**src/include/mrr_defs.vh**
```
// Constants of the holding-register read/write query handler.
// Assumes a byte-level serial receiver and transmitter on the same clock.
// Notes on behaviour
// - Reads reach every holding register class
// - Read query: addr, func, start, count, check
// - First register is start field plus 40001
// - Read query to address zero is ignored
// - At most 125 registers per read
// - Read reply: addr, func, twice-count, data, check
// - Words high byte first, ascending addresses
// - Writes only to environment and parameter registers
// - Write query: addr, func, register, data, check
// - Write target is register field plus 40001
// - Write to address zero is broadcast, performed
// - Write data is always two bytes
// - Addressed write answered by echo of query
// - Never reply to a broadcast
// - Check appended low byte, then high
// - Error reply carries function plus 80 hex
// - Recompute check; mismatch marks frame bad
`ifndef MRR_DEFS_VH
`define MRR_DEFS_VH

// Function codes and address values
`define MRR_FN_READ 8'h03
`define MRR_FN_WRITE 8'h06
`define MRR_FN_ERR 8'h80
`define MRR_BCAST 8'h00

// Holding register numbering
`define MRR_HREG_BASE 17'h09c41
`define MRR_MAX_REGS 16'h007d

// Frame lengths in bytes
`define MRR_QUERY_LEN 4'h8
`define MRR_MIN_LEN 4'h4

// Exception codes of error replies
`define MRR_EXC_FUNC 8'h01
`define MRR_EXC_ADDR 8'h02
`define MRR_EXC_VALUE 8'h03

// Check value arithmetic
`define MRR_CRC_INIT 16'hffff
`define MRR_CRC_POLY 16'ha001
`define MRR_CRC_GOOD 16'h0000

// Register classes reported by the register store
`define MRR_CLS_ENV 2'h0
`define MRR_CLS_MON 2'h1
`define MRR_CLS_FAULT 2'h2
`define MRR_CLS_PARAM 2'h3

`endif

```
**src/rtl/mrr_crc16.v**
```verilog
// Running 16-bit frame check over a byte stream.
// Assumes clr and en are never needed in the same cycle; clr wins.
`include "mrr_defs.vh"

module mrr_crc16 (
	// Clock and reset
	input wire clk,
	input wire rst,
	// Byte stream
	input wire clr,
	input wire en,
	input wire [7:0] din,
	// Result
	output reg [15:0] crc_q
);

	reg [15:0] crc_d;
	integer i;

	always @* begin
		crc_d = crc_q ^ {8'h00, din};
		for (i = 0; i < 8; i = i + 1) begin
			if (crc_d[0]) begin
				crc_d = (crc_d >> 1) ^ `MRR_CRC_POLY;
			end else begin
				crc_d = crc_d >> 1;
			end
		end
	end

	always @(posedge clk or posedge rst) begin
		if (rst) begin
			crc_q <= `MRR_CRC_INIT;
		end else if (clr) begin
			crc_q <= `MRR_CRC_INIT;
		end else if (en) begin
			crc_q <= crc_d;
		end
	end

endmodule // mrr_crc16

```
**src/rtl/mrr_fifo.v**
```verilog
// Small synchronous FIFO with valid/ready on both sides.
// Assumes one clock; read data are held in flip-flops.

module mrr_fifo #(
	parameter WIDTH = 8,
	parameter DEPTH = 4,
	parameter AW = 2
) (
	// Clock and reset
	input wire clk,
	input wire rst,
	// Fill side
	input wire in_valid,
	output wire in_ready,
	input wire [WIDTH-1:0] in_data,
	// Drain side
	output wire out_valid,
	input wire out_ready,
	output wire [WIDTH-1:0] out_data
);

	reg [WIDTH-1:0] mem_q [0:DEPTH-1];
	reg [AW-1:0] wr_ptr_q;
	reg [AW-1:0] rd_ptr_q;
	reg [AW:0] count_q;
	wire push;
	wire pop;

	assign in_ready = (count_q != DEPTH[AW:0]);
	assign out_valid = (count_q != {(AW+1){1'b0}});
	assign push = in_valid && in_ready;
	assign pop = out_valid && out_ready;
	assign out_data = mem_q[rd_ptr_q];

	genvar g;
	generate
		for (g = 0; g < DEPTH; g = g + 1) begin : g_entry
			always @(posedge clk or posedge rst) begin
				if (rst) begin
					mem_q[g] <= {WIDTH{1'b0}};
				end else if (push &&
					{{(32-AW){1'b0}}, wr_ptr_q} == g) begin
					mem_q[g] <= in_data;
				end
			end
		end
	endgenerate

	always @(posedge clk or posedge rst) begin
		if (rst) begin
			wr_ptr_q <= {AW{1'b0}};
			rd_ptr_q <= {AW{1'b0}};
			count_q <= {(AW+1){1'b0}};
		end else begin
			if (push) begin
				wr_ptr_q <= wr_ptr_q + 1'b1;
			end
			if (pop) begin
				rd_ptr_q <= rd_ptr_q + 1'b1;
			end
			if (push && !pop) begin
				count_q <= count_q + 1'b1;
			end else if (pop && !push) begin
				count_q <= count_q - 1'b1;
			end
		end
	end

endmodule // mrr_fifo

```
**src/rtl/mrr_top.v**
```verilog
// Query handler for holding-register read and single-register write.
// Assumes an upstream byte receiver that marks frame end by silence
// (RX_END one or more cycles after the last byte) and a register store
// that classifies REG_ADDR combinationally and answers reads later.
`include "mrr_defs.vh"

module mrr_top #(
	parameter FIFO_DEPTH = 4,
	parameter FIFO_AW = 2
) (
	// Clock and reset
	input wire CLK,
	input wire SYS_RST,
	// Configuration
	input wire [7:0] SLAVE_ADDR,
	// Received bytes
	input wire RX_VALID,
	input wire [7:0] RX_DATA,
	input wire RX_END,
	// Reply bytes
	output wire TX_VALID,
	output wire [7:0] TX_DATA,
	input wire TX_READY,
	// Holding register store
	output reg [16:0] REG_ADDR,
	output reg REG_RD,
	input wire [15:0] REG_RDATA,
	input wire REG_RVALID,
	input wire [1:0] REG_CLASS,
	output reg REG_WR,
	output reg [15:0] REG_WDATA,
	// Status
	output wire BUSY
);

	////////////////////////////////////////////////////////////////////
	// States

	localparam [3:0] S_IDLE = 4'h0;
	localparam [3:0] S_DEC = 4'h1;
	localparam [3:0] S_WCHK = 4'h2;
	localparam [3:0] S_HDR = 4'h3;
	localparam [3:0] S_RDREQ = 4'h4;
	localparam [3:0] S_RDWAIT = 4'h5;
	localparam [3:0] S_DHI = 4'h6;
	localparam [3:0] S_DLO = 4'h7;
	localparam [3:0] S_CRCL = 4'h8;
	localparam [3:0] S_CRCH = 4'h9;

	reg [3:0] state_q;
	reg [3:0] after_hdr_q;

	////////////////////////////////////////////////////////////////////
	// Received frame

	reg [63:0] frame_q;
	reg [3:0] rx_cnt_q;
	reg [7:0] rx_addr_q;
	reg [7:0] rx_func_q;
	wire [15:0] rx_crc;
	wire rx_take;
	wire rx_clr;

	// Bytes are only taken while idle; a query during a reply is lost
	assign rx_take = (state_q == S_IDLE) && RX_VALID;
	assign rx_clr = (state_q == S_DEC);

	always @(posedge CLK or posedge SYS_RST) begin
		if (SYS_RST) begin
			frame_q <= 64'h0000000000000000;
			rx_cnt_q <= 4'h0;
			rx_addr_q <= 8'h00;
			rx_func_q <= 8'h00;
		end else if (rx_clr) begin
			rx_cnt_q <= 4'h0;
		end else if (rx_take) begin
			frame_q <= {frame_q[55:0], RX_DATA};
			// Saturate above the query length so long frames fail
			if (rx_cnt_q != `MRR_QUERY_LEN + 4'h1) begin
				rx_cnt_q <= rx_cnt_q + 4'h1;
			end
			if (rx_cnt_q == 4'h0) begin
				rx_addr_q <= RX_DATA;
			end
			if (rx_cnt_q == 4'h1) begin
				rx_func_q <= RX_DATA;
			end
		end
	end

	wire clk_w;
	assign clk_w = CLK;

	// Running check includes the trailing check bytes, so a good frame
	// leaves the register at zero
	mrr_crc16 u_rx_crc (
		.clk(clk_w),
		.rst(SYS_RST),
		.clr(rx_clr),
		.en(rx_take),
		.din(RX_DATA),
		.crc_q(rx_crc)
	);

	// Field views of an eight-byte query, high byte first
	wire [15:0] fld_addr;
	wire [15:0] fld_data;
	assign fld_addr = frame_q[47:32];
	assign fld_data = frame_q[31:16];

	wire frame_ok;
	wire frame_len8;
	wire is_bcast;
	wire is_mine;
	assign frame_ok = (rx_cnt_q >= `MRR_MIN_LEN) &&
		(rx_crc == `MRR_CRC_GOOD);
	assign frame_len8 = (rx_cnt_q == `MRR_QUERY_LEN);
	assign is_bcast = (rx_addr_q == `MRR_BCAST);
	assign is_mine = (rx_addr_q == SLAVE_ADDR) && !is_bcast;

	////////////////////////////////////////////////////////////////////
	// Reply path

	reg [47:0] out_q;
	reg [2:0] out_len_q;
	reg [15:0] remain_q;
	reg [15:0] rdata_q;
	reg bcast_q;
	reg [7:0] push_data;
	wire push_valid;
	wire push_ready;
	wire push_take;
	wire [15:0] tx_crc;
	wire tx_crc_en;

	assign push_valid = (state_q == S_HDR) || (state_q == S_DHI) ||
		(state_q == S_DLO) || (state_q == S_CRCL) ||
		(state_q == S_CRCH);
	assign push_take = push_valid && push_ready;
	assign tx_crc_en = push_take && (state_q != S_CRCL) &&
		(state_q != S_CRCH);

	always @* begin
		case (state_q)
			S_HDR: push_data = out_q[47:40];
			S_DHI: push_data = rdata_q[15:8];
			S_DLO: push_data = rdata_q[7:0];
			S_CRCL: push_data = tx_crc[7:0];
			S_CRCH: push_data = tx_crc[15:8];
			default: push_data = 8'h00;
		endcase
	end

	mrr_crc16 u_tx_crc (
		.clk(CLK),
		.rst(SYS_RST),
		.clr(rx_clr),
		.en(tx_crc_en),
		.din(push_data),
		.crc_q(tx_crc)
	);

	// Stalls in the reply path hold the sequencer in its state
	mrr_fifo #(
		.WIDTH(8),
		.DEPTH(FIFO_DEPTH),
		.AW(FIFO_AW)
	) u_fifo (
		.clk(CLK),
		.rst(SYS_RST),
		.in_valid(push_valid),
		.in_ready(push_ready),
		.in_data(push_data),
		.out_valid(TX_VALID),
		.out_ready(TX_READY),
		.out_data(TX_DATA)
	);

	assign BUSY = (state_q != S_IDLE);

	////////////////////////////////////////////////////////////////////
	// Sequencer

	wire cls_writable;
	assign cls_writable = (REG_CLASS == `MRR_CLS_ENV) ||
		(REG_CLASS == `MRR_CLS_PARAM);

	always @(posedge CLK or posedge SYS_RST) begin
		if (SYS_RST) begin
			state_q <= S_IDLE;
			after_hdr_q <= S_CRCL;
			out_q <= 48'h000000000000;
			out_len_q <= 3'h0;
			remain_q <= 16'h0000;
			rdata_q <= 16'h0000;
			bcast_q <= 1'b0;
			REG_ADDR <= 17'h00000;
			REG_RD <= 1'b0;
			REG_WR <= 1'b0;
			REG_WDATA <= 16'h0000;
		end else begin
			REG_RD <= 1'b0;
			REG_WR <= 1'b0;
			case (state_q)
				S_IDLE: begin
					if (RX_END) begin
						state_q <= S_DEC;
					end
				end
				S_DEC: begin
					bcast_q <= is_bcast;
					state_q <= S_IDLE;
					after_hdr_q <= S_CRCL;
					if (frame_ok && (is_mine || is_bcast)) begin
						if (rx_func_q == `MRR_FN_READ) begin
							if (is_bcast || !frame_len8) begin
								state_q <= S_IDLE;
							end else if (fld_data == 16'h0000 ||
								fld_data > `MRR_MAX_REGS) begin
								out_q <= {rx_addr_q,
									rx_func_q | `MRR_FN_ERR,
									`MRR_EXC_VALUE, 24'h000000};
								out_len_q <= 3'h3;
								state_q <= S_HDR;
							end else begin
								REG_ADDR <= {1'b0, fld_addr} +
									`MRR_HREG_BASE;
								remain_q <= fld_data;
								out_q <= {rx_addr_q, `MRR_FN_READ,
									fld_data[6:0], 1'b0,
									24'h000000};
								out_len_q <= 3'h3;
								after_hdr_q <= S_RDREQ;
								state_q <= S_HDR;
							end
						end else if (rx_func_q == `MRR_FN_WRITE) begin
							if (frame_len8) begin
								REG_ADDR <= {1'b0, fld_addr} +
									`MRR_HREG_BASE;
								REG_WDATA <= fld_data;
								state_q <= S_WCHK;
							end
						end else if (!is_bcast) begin
							out_q <= {rx_addr_q,
								rx_func_q | `MRR_FN_ERR,
								`MRR_EXC_FUNC, 24'h000000};
							out_len_q <= 3'h3;
							state_q <= S_HDR;
						end
					end
				end
				S_WCHK: begin
					// Class is looked up from REG_ADDR set last cycle
					if (cls_writable) begin
						REG_WR <= 1'b1;
						if (bcast_q) begin
							state_q <= S_IDLE;
						end else begin
							out_q <= frame_q[63:16];
							out_len_q <= 3'h6;
							state_q <= S_HDR;
						end
					end else if (bcast_q) begin
						state_q <= S_IDLE;
					end else begin
						out_q <= {rx_addr_q,
							rx_func_q | `MRR_FN_ERR,
							`MRR_EXC_ADDR, 24'h000000};
						out_len_q <= 3'h3;
						state_q <= S_HDR;
					end
				end
				S_HDR: begin
					if (push_take) begin
						out_q <= {out_q[39:0], 8'h00};
						out_len_q <= out_len_q - 3'h1;
						if (out_len_q == 3'h1) begin
							state_q <= after_hdr_q;
						end
					end
				end
				S_RDREQ: begin
					REG_RD <= 1'b1;
					state_q <= S_RDWAIT;
				end
				S_RDWAIT: begin
					if (REG_RVALID) begin
						rdata_q <= REG_RDATA;
						state_q <= S_DHI;
					end
				end
				S_DHI: begin
					if (push_take) begin
						state_q <= S_DLO;
					end
				end
				S_DLO: begin
					if (push_take) begin
						remain_q <= remain_q - 16'h0001;
						REG_ADDR <= REG_ADDR + 17'h00001;
						if (remain_q == 16'h0001) begin
							state_q <= S_CRCL;
						end else begin
							state_q <= S_RDREQ;
						end
					end
				end
				S_CRCL: begin
					if (push_take) begin
						state_q <= S_CRCH;
					end
				end
				S_CRCH: begin
					if (push_take) begin
						state_q <= S_IDLE;
					end
				end
				default: begin
					state_q <= S_IDLE;
				end
			endcase
		end
	end

endmodule // mrr_top

```
**config.mk**
```make
export PLATFORM = sky130hd
export DESIGN_NAME = mrr_top
export DESIGN_NICKNAME = d
export VERILOG_FILES = /design/src/rtl/mrr_crc16.v /design/src/rtl/mrr_fifo.v /design/src/rtl/mrr_top.v
export VERILOG_INCLUDE_DIRS = /design/src /design/src/include
export SDC_FILE = /design/constraint.sdc
export NUM_CORES = 1
export LEC_CHECK = 0
export BUFFER_PORTS_ARGS = -buffer_cell sky130_fd_sc_hd__buf_2
export CAP_MARGIN = 10
export CORE_MARGIN = 2
export CORE_UTILIZATION = 40
export DETAILED_ROUTE_END_ITERATION = 12
export PLACE_DENSITY = 0.57
export SYNTH_ARGS = -nofsm -noshare
export SYNTH_HDL_FRONTEND = slang
export SYNTH_HIERARCHICAL = 1
export SYNTH_SLANG_ARGS = --single-unit
```
**constraint.sdc**
```tcl
create_clock -name CLK -period 8 [get_ports CLK]
set_clock_uncertainty 0.2 [all_clocks]
set_input_delay 0.8 -clock CLK [delete_from_list [all_inputs] [get_ports CLK]]
set_output_delay 0.8 -clock CLK [all_outputs]
set_load 0.02 [all_outputs]
```
==> results.py, run 1 <==
metrics = {
    "status": {
        "status": "complete, no violations",
    },
    "worst_setup_path": {
        "cp_cell_sequence": "buf_4 > nand2b_1 > nor2_1 > a222oi_1 > nand2_1 > xor2_1 > xnor2_1 > xnor3_2 > and3_1 > nor3_1",
        "reg2reg_depth": 10,
        "required_ps": 8240,
        "crit_type": "reg -> reg",
        "crit_path_start": "state_q[0]$_DFFE_PP0P_",
        "crit_buf_inv": 1,
        "critical_path_depth": 10,
        "r2r_start": "state_q[0]$_DFFE_PP0P_",
        "cp.arrival_ps": 4640,
        "cp-end-kind": "flip-flop",
        "slowest_stage": "dfrtp_1",
        "critPathLaunchType": "flip-flop",
        "cpPeakStageDelay_ps": 840,
        "cp_top_family": "simple AND/OR/NAND/NOR gates",
        "cp_max_fo": 32,
    },
    "yosys": {
        "synth_edf_count": 0,
        "yosys_warnings": 6,
        "syn_area_per_cell_um2": 10.2,
        "yosysSeqAreaShare_pct": 49.1,
        "synth_nets": 1463,
        "netlist.area_leader.share_pct": 43.1,
        "yosysTopAreaCell": "dfrtp_1",
        "ys.flop_type": "dfrtp_1",
        "synthTopCellsByArea": "dfrtp_1 43%, nand2_1 6.3%, dfstp_2 6.0%",
        "netlist_area_um2": 14300,
        "async_reset_ff_share_pct": 100,
        "synthDistinctLibCells": 77,
        "ys_ff_latch": 280,
        "synthCells": 1408,
    },
    "global_route": {
        "grt_max_degree": 136,
        "track_usage_pct": 19.9,
        "grt_antenna_before_repair": 0,
        "grt_pass1_wl_um": 60500,
        "grt_pass1_vias": 10500,
        "overflow": 0,
    },
    "timing": {
        "finalMaxSlewViolations": 0,
        "rsz0062_at_grt": "false",
        "max_slew.worst_pin.slew_ps": 1160,
        "holdWs_ps": 265,
        "fin_crit_sh_pct": 55.0,
        "slew_headroom_pct": 22.1,
        "tns_ps": 0,
        "fin_crit_ps": 4400,
        "finalSetupViolCount": 0,
        "hold_viol": 0,
        "fmax_ghz": 0.227,
    },
    "min_path": {
        "min_path_cells": 2,
        "min_from": "frame_q[5]$_DFFE_PP0P_",
        "hold_path.class": "reg -> reg",
    },
    "power": {
        "comb_power_share_pct": 41.3,
        "pwr-share-clk_pct": 23.5,
        "p_int_uw": 3920,
        "power_switching_uw": 2360,
        "p_leak_uw": 0.00750,
        "vdd_drop_max_mv": 0.286,
        "pwr-share-seq_pct": 35.2,
        "power_per_cell_area_nw_per_um2": 390,
        "switching_share_pct": 37.6,
    },
    "placement": {
        "place_inst": 1870,
        "place.gp.congestion": 0.785,
        "port_buffers": 84,
        "dp_hpwl_um": 23800,
        "place_area_um2": 15000,
    },
    "die": {
        "core_um2": 35400,
        "rows": 69,
        "initial_core_util_pct": 40.5,
        "fp.dieH_um": 193,
        "pin_count": 85,
        "die_area_um2": 37400,
        "die_width_um": 193,
    },
    "final_layout": {
        "antenna_cells": 0,
        "drive_gt1_share_pct": 23.2,
        "syn2layout_area_growth_pct": 12.3,
        "nets": 1500,
        "final_util_pct": 45.5,
        "final_cells": 1931,
        "fin_area_um2": 16100,
    },
    "clock_tree": {
        "cts_tree": "built",
        "htreeDepth": 2,
        "insertion_delay_ps": 510,
        "path_clk_slew_ps": 60,
        "clock-sinks": 280,
        "postCtsSetupRepairBufs": 0,
        "clockBufferDepth": 3,
        "root_buffer": "clkbuf_16",
        "cts_resized": 0,
        "hold_buffers": 0,
        "cts_buffers": 34,
    },
    "drt": {
        "drt_iter0_markers": 766,
        "drcViolationCount": 0,
        "wl_um": 36900,
        "vias": 10700,
        "antenna_left": 0,
        "wl_per_cell_um": 19.1,
        "vias_per_cell": 5.54,
        "drtPass1Iterations": 6,
    },
    "run": {
        "cap_violations": 0,
    },
}
## cell usage in the layout, fill, tap and decap left out, drive strengths merged, types with 3 or more instances in the layout
cell / count
nor2b: 12
inv: 23
mux2: 117
a21oi: 60
a41oi: 3
or2: 16
nor2: 95
nand3: 25
a21bo: 8
buf: 99
a211oi: 4
and3: 17
o21ai: 58
a31oi: 16
mux4: 8
a222oi: 8
a211o: 14
a2bb2oi: 17
o31ai: 11
nand4: 17
a22oi: 46
nand2b: 6
o21bai: 4
xnor2: 45
and2: 9
o22a: 5
xor2: 25
dfstp: 33
nor3: 44
and4: 6
dfrtp: 247
nor4: 16
nand2: 240
clkinv: 8
or4: 8
ha: 14
mux2i: 4
clkbuf: 50
## kinds of logic after synthesis
logic type | count (synthesis) | synth area share [%]
compound gates | 270 | 12.7
xor+xnor | 72 | 4.61
fa+ha+maj | 15 | 1.36
buf+inv | 121 | 3.67
flops | 280 | 49.1
mux | 129 | 11.6
simple gates | 521 | 16.9
## flip-flops by register name, indices dropped and copies added, names as in the netlist, 17 cells and up
register	flops
u_fifo/mem_q	32
REG_ADDR	17
out_q	48
frame_q	64
## power groups by stage
stage,combinational [µW],clock (µW),sequential [µW]
6_report,2590,1480,2210
5_1_grt,2870,1590,2270
4_1_cts,2600,1530,2210
3_5_place_dp,2590,0,2230
3_3_place_gp,2540,0,2230
2_1_floorplan,2130,0,2120
## stage by stage
step	worst slack, ps	power [µW]
6_report	3600	6280
2_1_floorplan	1290	4250
4_1_cts	3670	6330
5_1_grt	3190	6730
3_5_place_dp	3690	4810
3_3_place_gp	3820	4770
## cell type report
class                   count  area, µm²
clock buffers              50        972
fillers                  3378      19300
flip-flops and latches    280       7050
multi-input cells        1007       6800
inverters                  23       93.8
repair buffers             99        533
clock inverters            11       88.8
well taps                 461        577
## Yosys cell counts, types with 12 or more instances
master / n
a211o_1: 14
a21oi_1: 60
a22oi_1: 46
a2bb2oi_1: 17
a31oi_1: 16
and3_1: 13
buf_2: 22
clkbuf_1: 66
dfrtp_1: 247
dfstp_2: 33
ha_1: 14
inv_1: 22
mux2_2: 74
mux2_4: 32
nand2_1: 239
nand3_1: 25
nand4_1: 17
nor2_1: 94
nor2b_1: 12
nor3_1: 43
nor4_1: 15
o21ai_0: 57
or2_2: 13
xnor2_1: 45
xor2_1: 25
## worst paths after layout
path	endpoint	slack, ps
hold reg to reg	frame_q[13]$_DFFE_PP0P_	260
min in group asynchronous	u_fifo/mem_q[20]$_DFFE_PP0P_	280
hold / removal	frame_q[13]$_DFFE_PP0P_	260
setup / recovery	u_tx_crc/crc_q[14]$_DFFE_PP1P_	3600
max in group asynchronous	REG_ADDR[1]$_DFFE_PP0P_	5580
setup reg to reg	u_tx_crc/crc_q[14]$_DFFE_PP1P_	3600
## worst register-to-register path: stages (launching register included)
cell and delay [ps]:
dfrtp_1 840, buf_4 480, nand2b_1 150, nor2_1 730
a222oi_1 310, nand2_1 250, xor2_1 300, xnor2_1 200
xnor3_2 520, and3_1 190, nor3_1 160
## per-layer routing
| layer | part of all wire (%) | routed length [µm] | vias up | track usage [%] |
|---|---|---|---|---|
| li1 | - | - | 5037 | - |
| met1 | 48 | 17800 | 5367 | 29.6 |
| met2 | 46 | 16900 | 258 | 30.6 |
| met3 | 4.7 | 1750 | 41 | 2.96 |
| met4 | 1.5 | 559 | 0 | 4.38 |
| met5 | 0 | 0 | - | 0 |
(Power assumes the default switching activity.)
==> run 2: changes to the inputs <==
==> constraint.sdc (replaced) <==
create_clock -name CLK -period 4.5 [get_ports CLK]
set_clock_uncertainty 0.2 [all_clocks]
set_input_delay 0.45 -clock CLK [delete_from_list [all_inputs] [get_ports CLK]]
set_output_delay 0.45 -clock CLK [all_outputs]
set_load 0.02 [all_outputs]
==> results.py, run 2 (same netlist as run 1, synthesis figures left out) <==
metrics = {
    "worst_setup_path": {
        "cp_max_fo": 40,
        "required_ps": 4730,
        "critPathLaunchType": "flip-flop",
        "cp-end-kind": "flip-flop",
        "crit_type": "reg -> reg",
        "crit_path_start": "state_q[3]$_DFFE_PP0P_",
        "cp.arrival_ps": 3840,
        "r2r_start": "state_q[3]$_DFFE_PP0P_",
    },
    "drt": {
        "wl_per_cell_um": 18.8,
        "drtPass1Iterations": 5,
        "antenna_left": 0,
        "vias_per_cell": 5.57,
        "drt_iter0_markers": 725,
        "wl_um": 36700,
        "vias": 10900,
        "drcViolationCount": 0,
    },
    "global_route": {
        "met1_usage_pct": 28.5,
        "grt_pass1_vias": 10700,
        "grt_antenna_before_repair": 0,
        "track_usage_pct": 19.6,
        "gr-usage-met3_pct": 2.96,
        "use_met2_pct": 31.0,
        "grt_pass1_wl_um": 59900,
        "busiest_layer": "met2",
        "grt_max_degree": 110,
        "overflow": 0,
    },
    "clock_tree": {
        "cts_resized": 0,
        "clock-sinks": 280,
        "clockBufferDepth": 3,
        "cts_tree": "built",
        "htreeDepth": 2,
        "path_clk_slew_ps": 60,
        "cts_buffers": 34,
        "root_buffer": "clkbuf_16",
        "insertion_delay_ps": 510,
    },
    "final_layout": {
        "syn2layout_area_growth_pct": 14.5,
        "layout_commonest_cell": "dfrtp_1",
        "drive_gt1_share_pct": 23.3,
        "fill_cells": 3329,
        "largest_register_ffs": 64,
        "final_cells": 1952,
        "top_register": "frame_q",
        "antenna_cells": 0,
        "reg.largest.list": "frame_q x64, out_q x48, u_fifo/mem_q x32",
        "layout_common_cells": "247 x dfrtp_1, 239 x nand2_1, 94 x nor2_1, 84 x buf_2, 74 x mux2_2",
        "final_util_pct": 46.4,
        "fin_area_um2": 16400,
        "nets": 1522,
    },
    "status": {
        "status": "complete, no violations",
    },
    "power": {
        "p_int_uw": 7140,
        "p_leak_uw": 0.00764,
        "power_switching_uw": 4240,
        "pwr-share-seq_pct": 34.5,
        "power_per_cell_area_nw_per_um2": 693,
        "pwr-share-clk_pct": 24.4,
        "vdd_drop_max_mv": 0.397,
        "comb_power_share_pct": 41.2,
        "switching_share_pct": 37.2,
    },
    "die": {
        "rows": 69,
        "die_width_um": 193,
        "initial_core_util_pct": 40.5,
        "pin_count": 85,
        "fp.dieH_um": 193,
        "core_um2": 35400,
        "die_area_um2": 37400,
    },
    "placement": {
        "place.gp.congestion": 0.850,
        "port_buffers": 84,
        "place_ws_ps": 937,
        "place_area_um2": 15100,
        "place_inst": 1875,
        "dp_hpwl_um": 23900,
    },
    "timing": {
        "finalSetupViolCount": 0,
        "rsz0062_at_grt": "false",
        "finalMaxSlewViolations": 0,
        "tns_ps": 0,
        "max_slew.worst_pin.slew_ps": 1110,
        "setup_slack_ps": 887,
        "fmax_ghz": 0.277,
        "fin_crit_ps": 3610,
        "hold_viol": 0,
        "fin_crit_sh_pct": 80.3,
        "slew_headroom_pct": 25.4,
    },
    "run": {
        "cap_violations": 0,
    },
    "min_path": {
        "min_from": "RX_DATA[0]",
        "hold_path.class": "in -> reg",
    },
}
-- run 2: cell types whose count changed in the layout (fill, tap and decap cells not counted), moves of 2 or more --
cell           change
dlygate4sd3_1     +17
clkinv_2           -2
buf_4              +3
clkbuf_8           +2
clkbuf_1           -3
clkbuf_16          +2
buf_12             +2
-- run 2: power groups by stage --
stage	Clock, µW	Sequential (µW)	Combinational (µW)
3_3_place_gp	0	3950	4580
5_1_grt	2960	4030	5180
6_report	2770	3920	4680
3_5_place_dp	0	3950	4650
4_1_cts	2850	3920	4680
2_1_floorplan	0	3760	3790
-- run 2: layout make-up --
class	count	area [µm²]	share of cell area (%)
Clock inverter	9	101	0.617
Inverter	23	90.1	0.549
Multi-Input combinational cell	1007	6800	41.4
Timing Repair Buffer	121	766	4.66
Sequential cell	280	7050	42.9
Clock buffer	51	1040	6.33
Tap cell	461	577	3.51
-- run 2: metal layers --
metal | vias to the layer above | wire (µm)
met3 | 47 | 1660
met2 | 278 | 16900
met5 | - | 0
met1 | 5444 | 17400
met4 | 0 | 695
li1 | 5098 | -
-- run 2: path summary, 6_finish.rpt --
| path | endpoint | slack, ps | cells past startpoint |
|---|---|---|---|
| min in group asynchronous | rdata_q[3]$_DFFE_PP0P_ | 380 | 3 |
| min | frame_q[0]$_DFFE_PP0P_ | 30 | 3 |
| min reg2reg | frame_q[23]$_DFFE_PP0P_ | 260 | 2 |
| max | u_tx_crc/crc_q[14]$_DFFE_PP1P_ | 890 | 10 |
| max reg2reg | u_tx_crc/crc_q[14]$_DFFE_PP1P_ | 890 | 10 |
| max in group asynchronous | out_q[38]$_DFFE_PP0P_ | 2740 | 4 |
-- run 2: worst max-delay path, stage by stage, from the launching register on --
cell      delay (ps)
dfrtp_1          660
and2b_1          290
and3_1           270
buf_4            280
a222oi_1         370
nand2_1          230
xnor2_1          310
xnor2_1          190
xnor3_2          340
and3_1           190
nor3_1           190
-- run 2: per-stage QoR --
stage | total power [µW] | hold slack (ps)
6_report | 11400 | 29.1
5_1_grt | 12200 | 11.3
4_1_cts | 11500 | 2.57
3_5_place_dp | 8600 | 253
3_3_place_gp | 8540 | 249
2_1_floorplan | 7550 | 239
-- run 2: what timing repair did --
| action | CTS | global route |
|---|---|---|
| setup buffers | 0 | 0 |
| setup endpoints to repair | 0 | 0 |
| endpoints found under the hold margin | 74 | 0 |
| hold buffers | 17 | 0 |
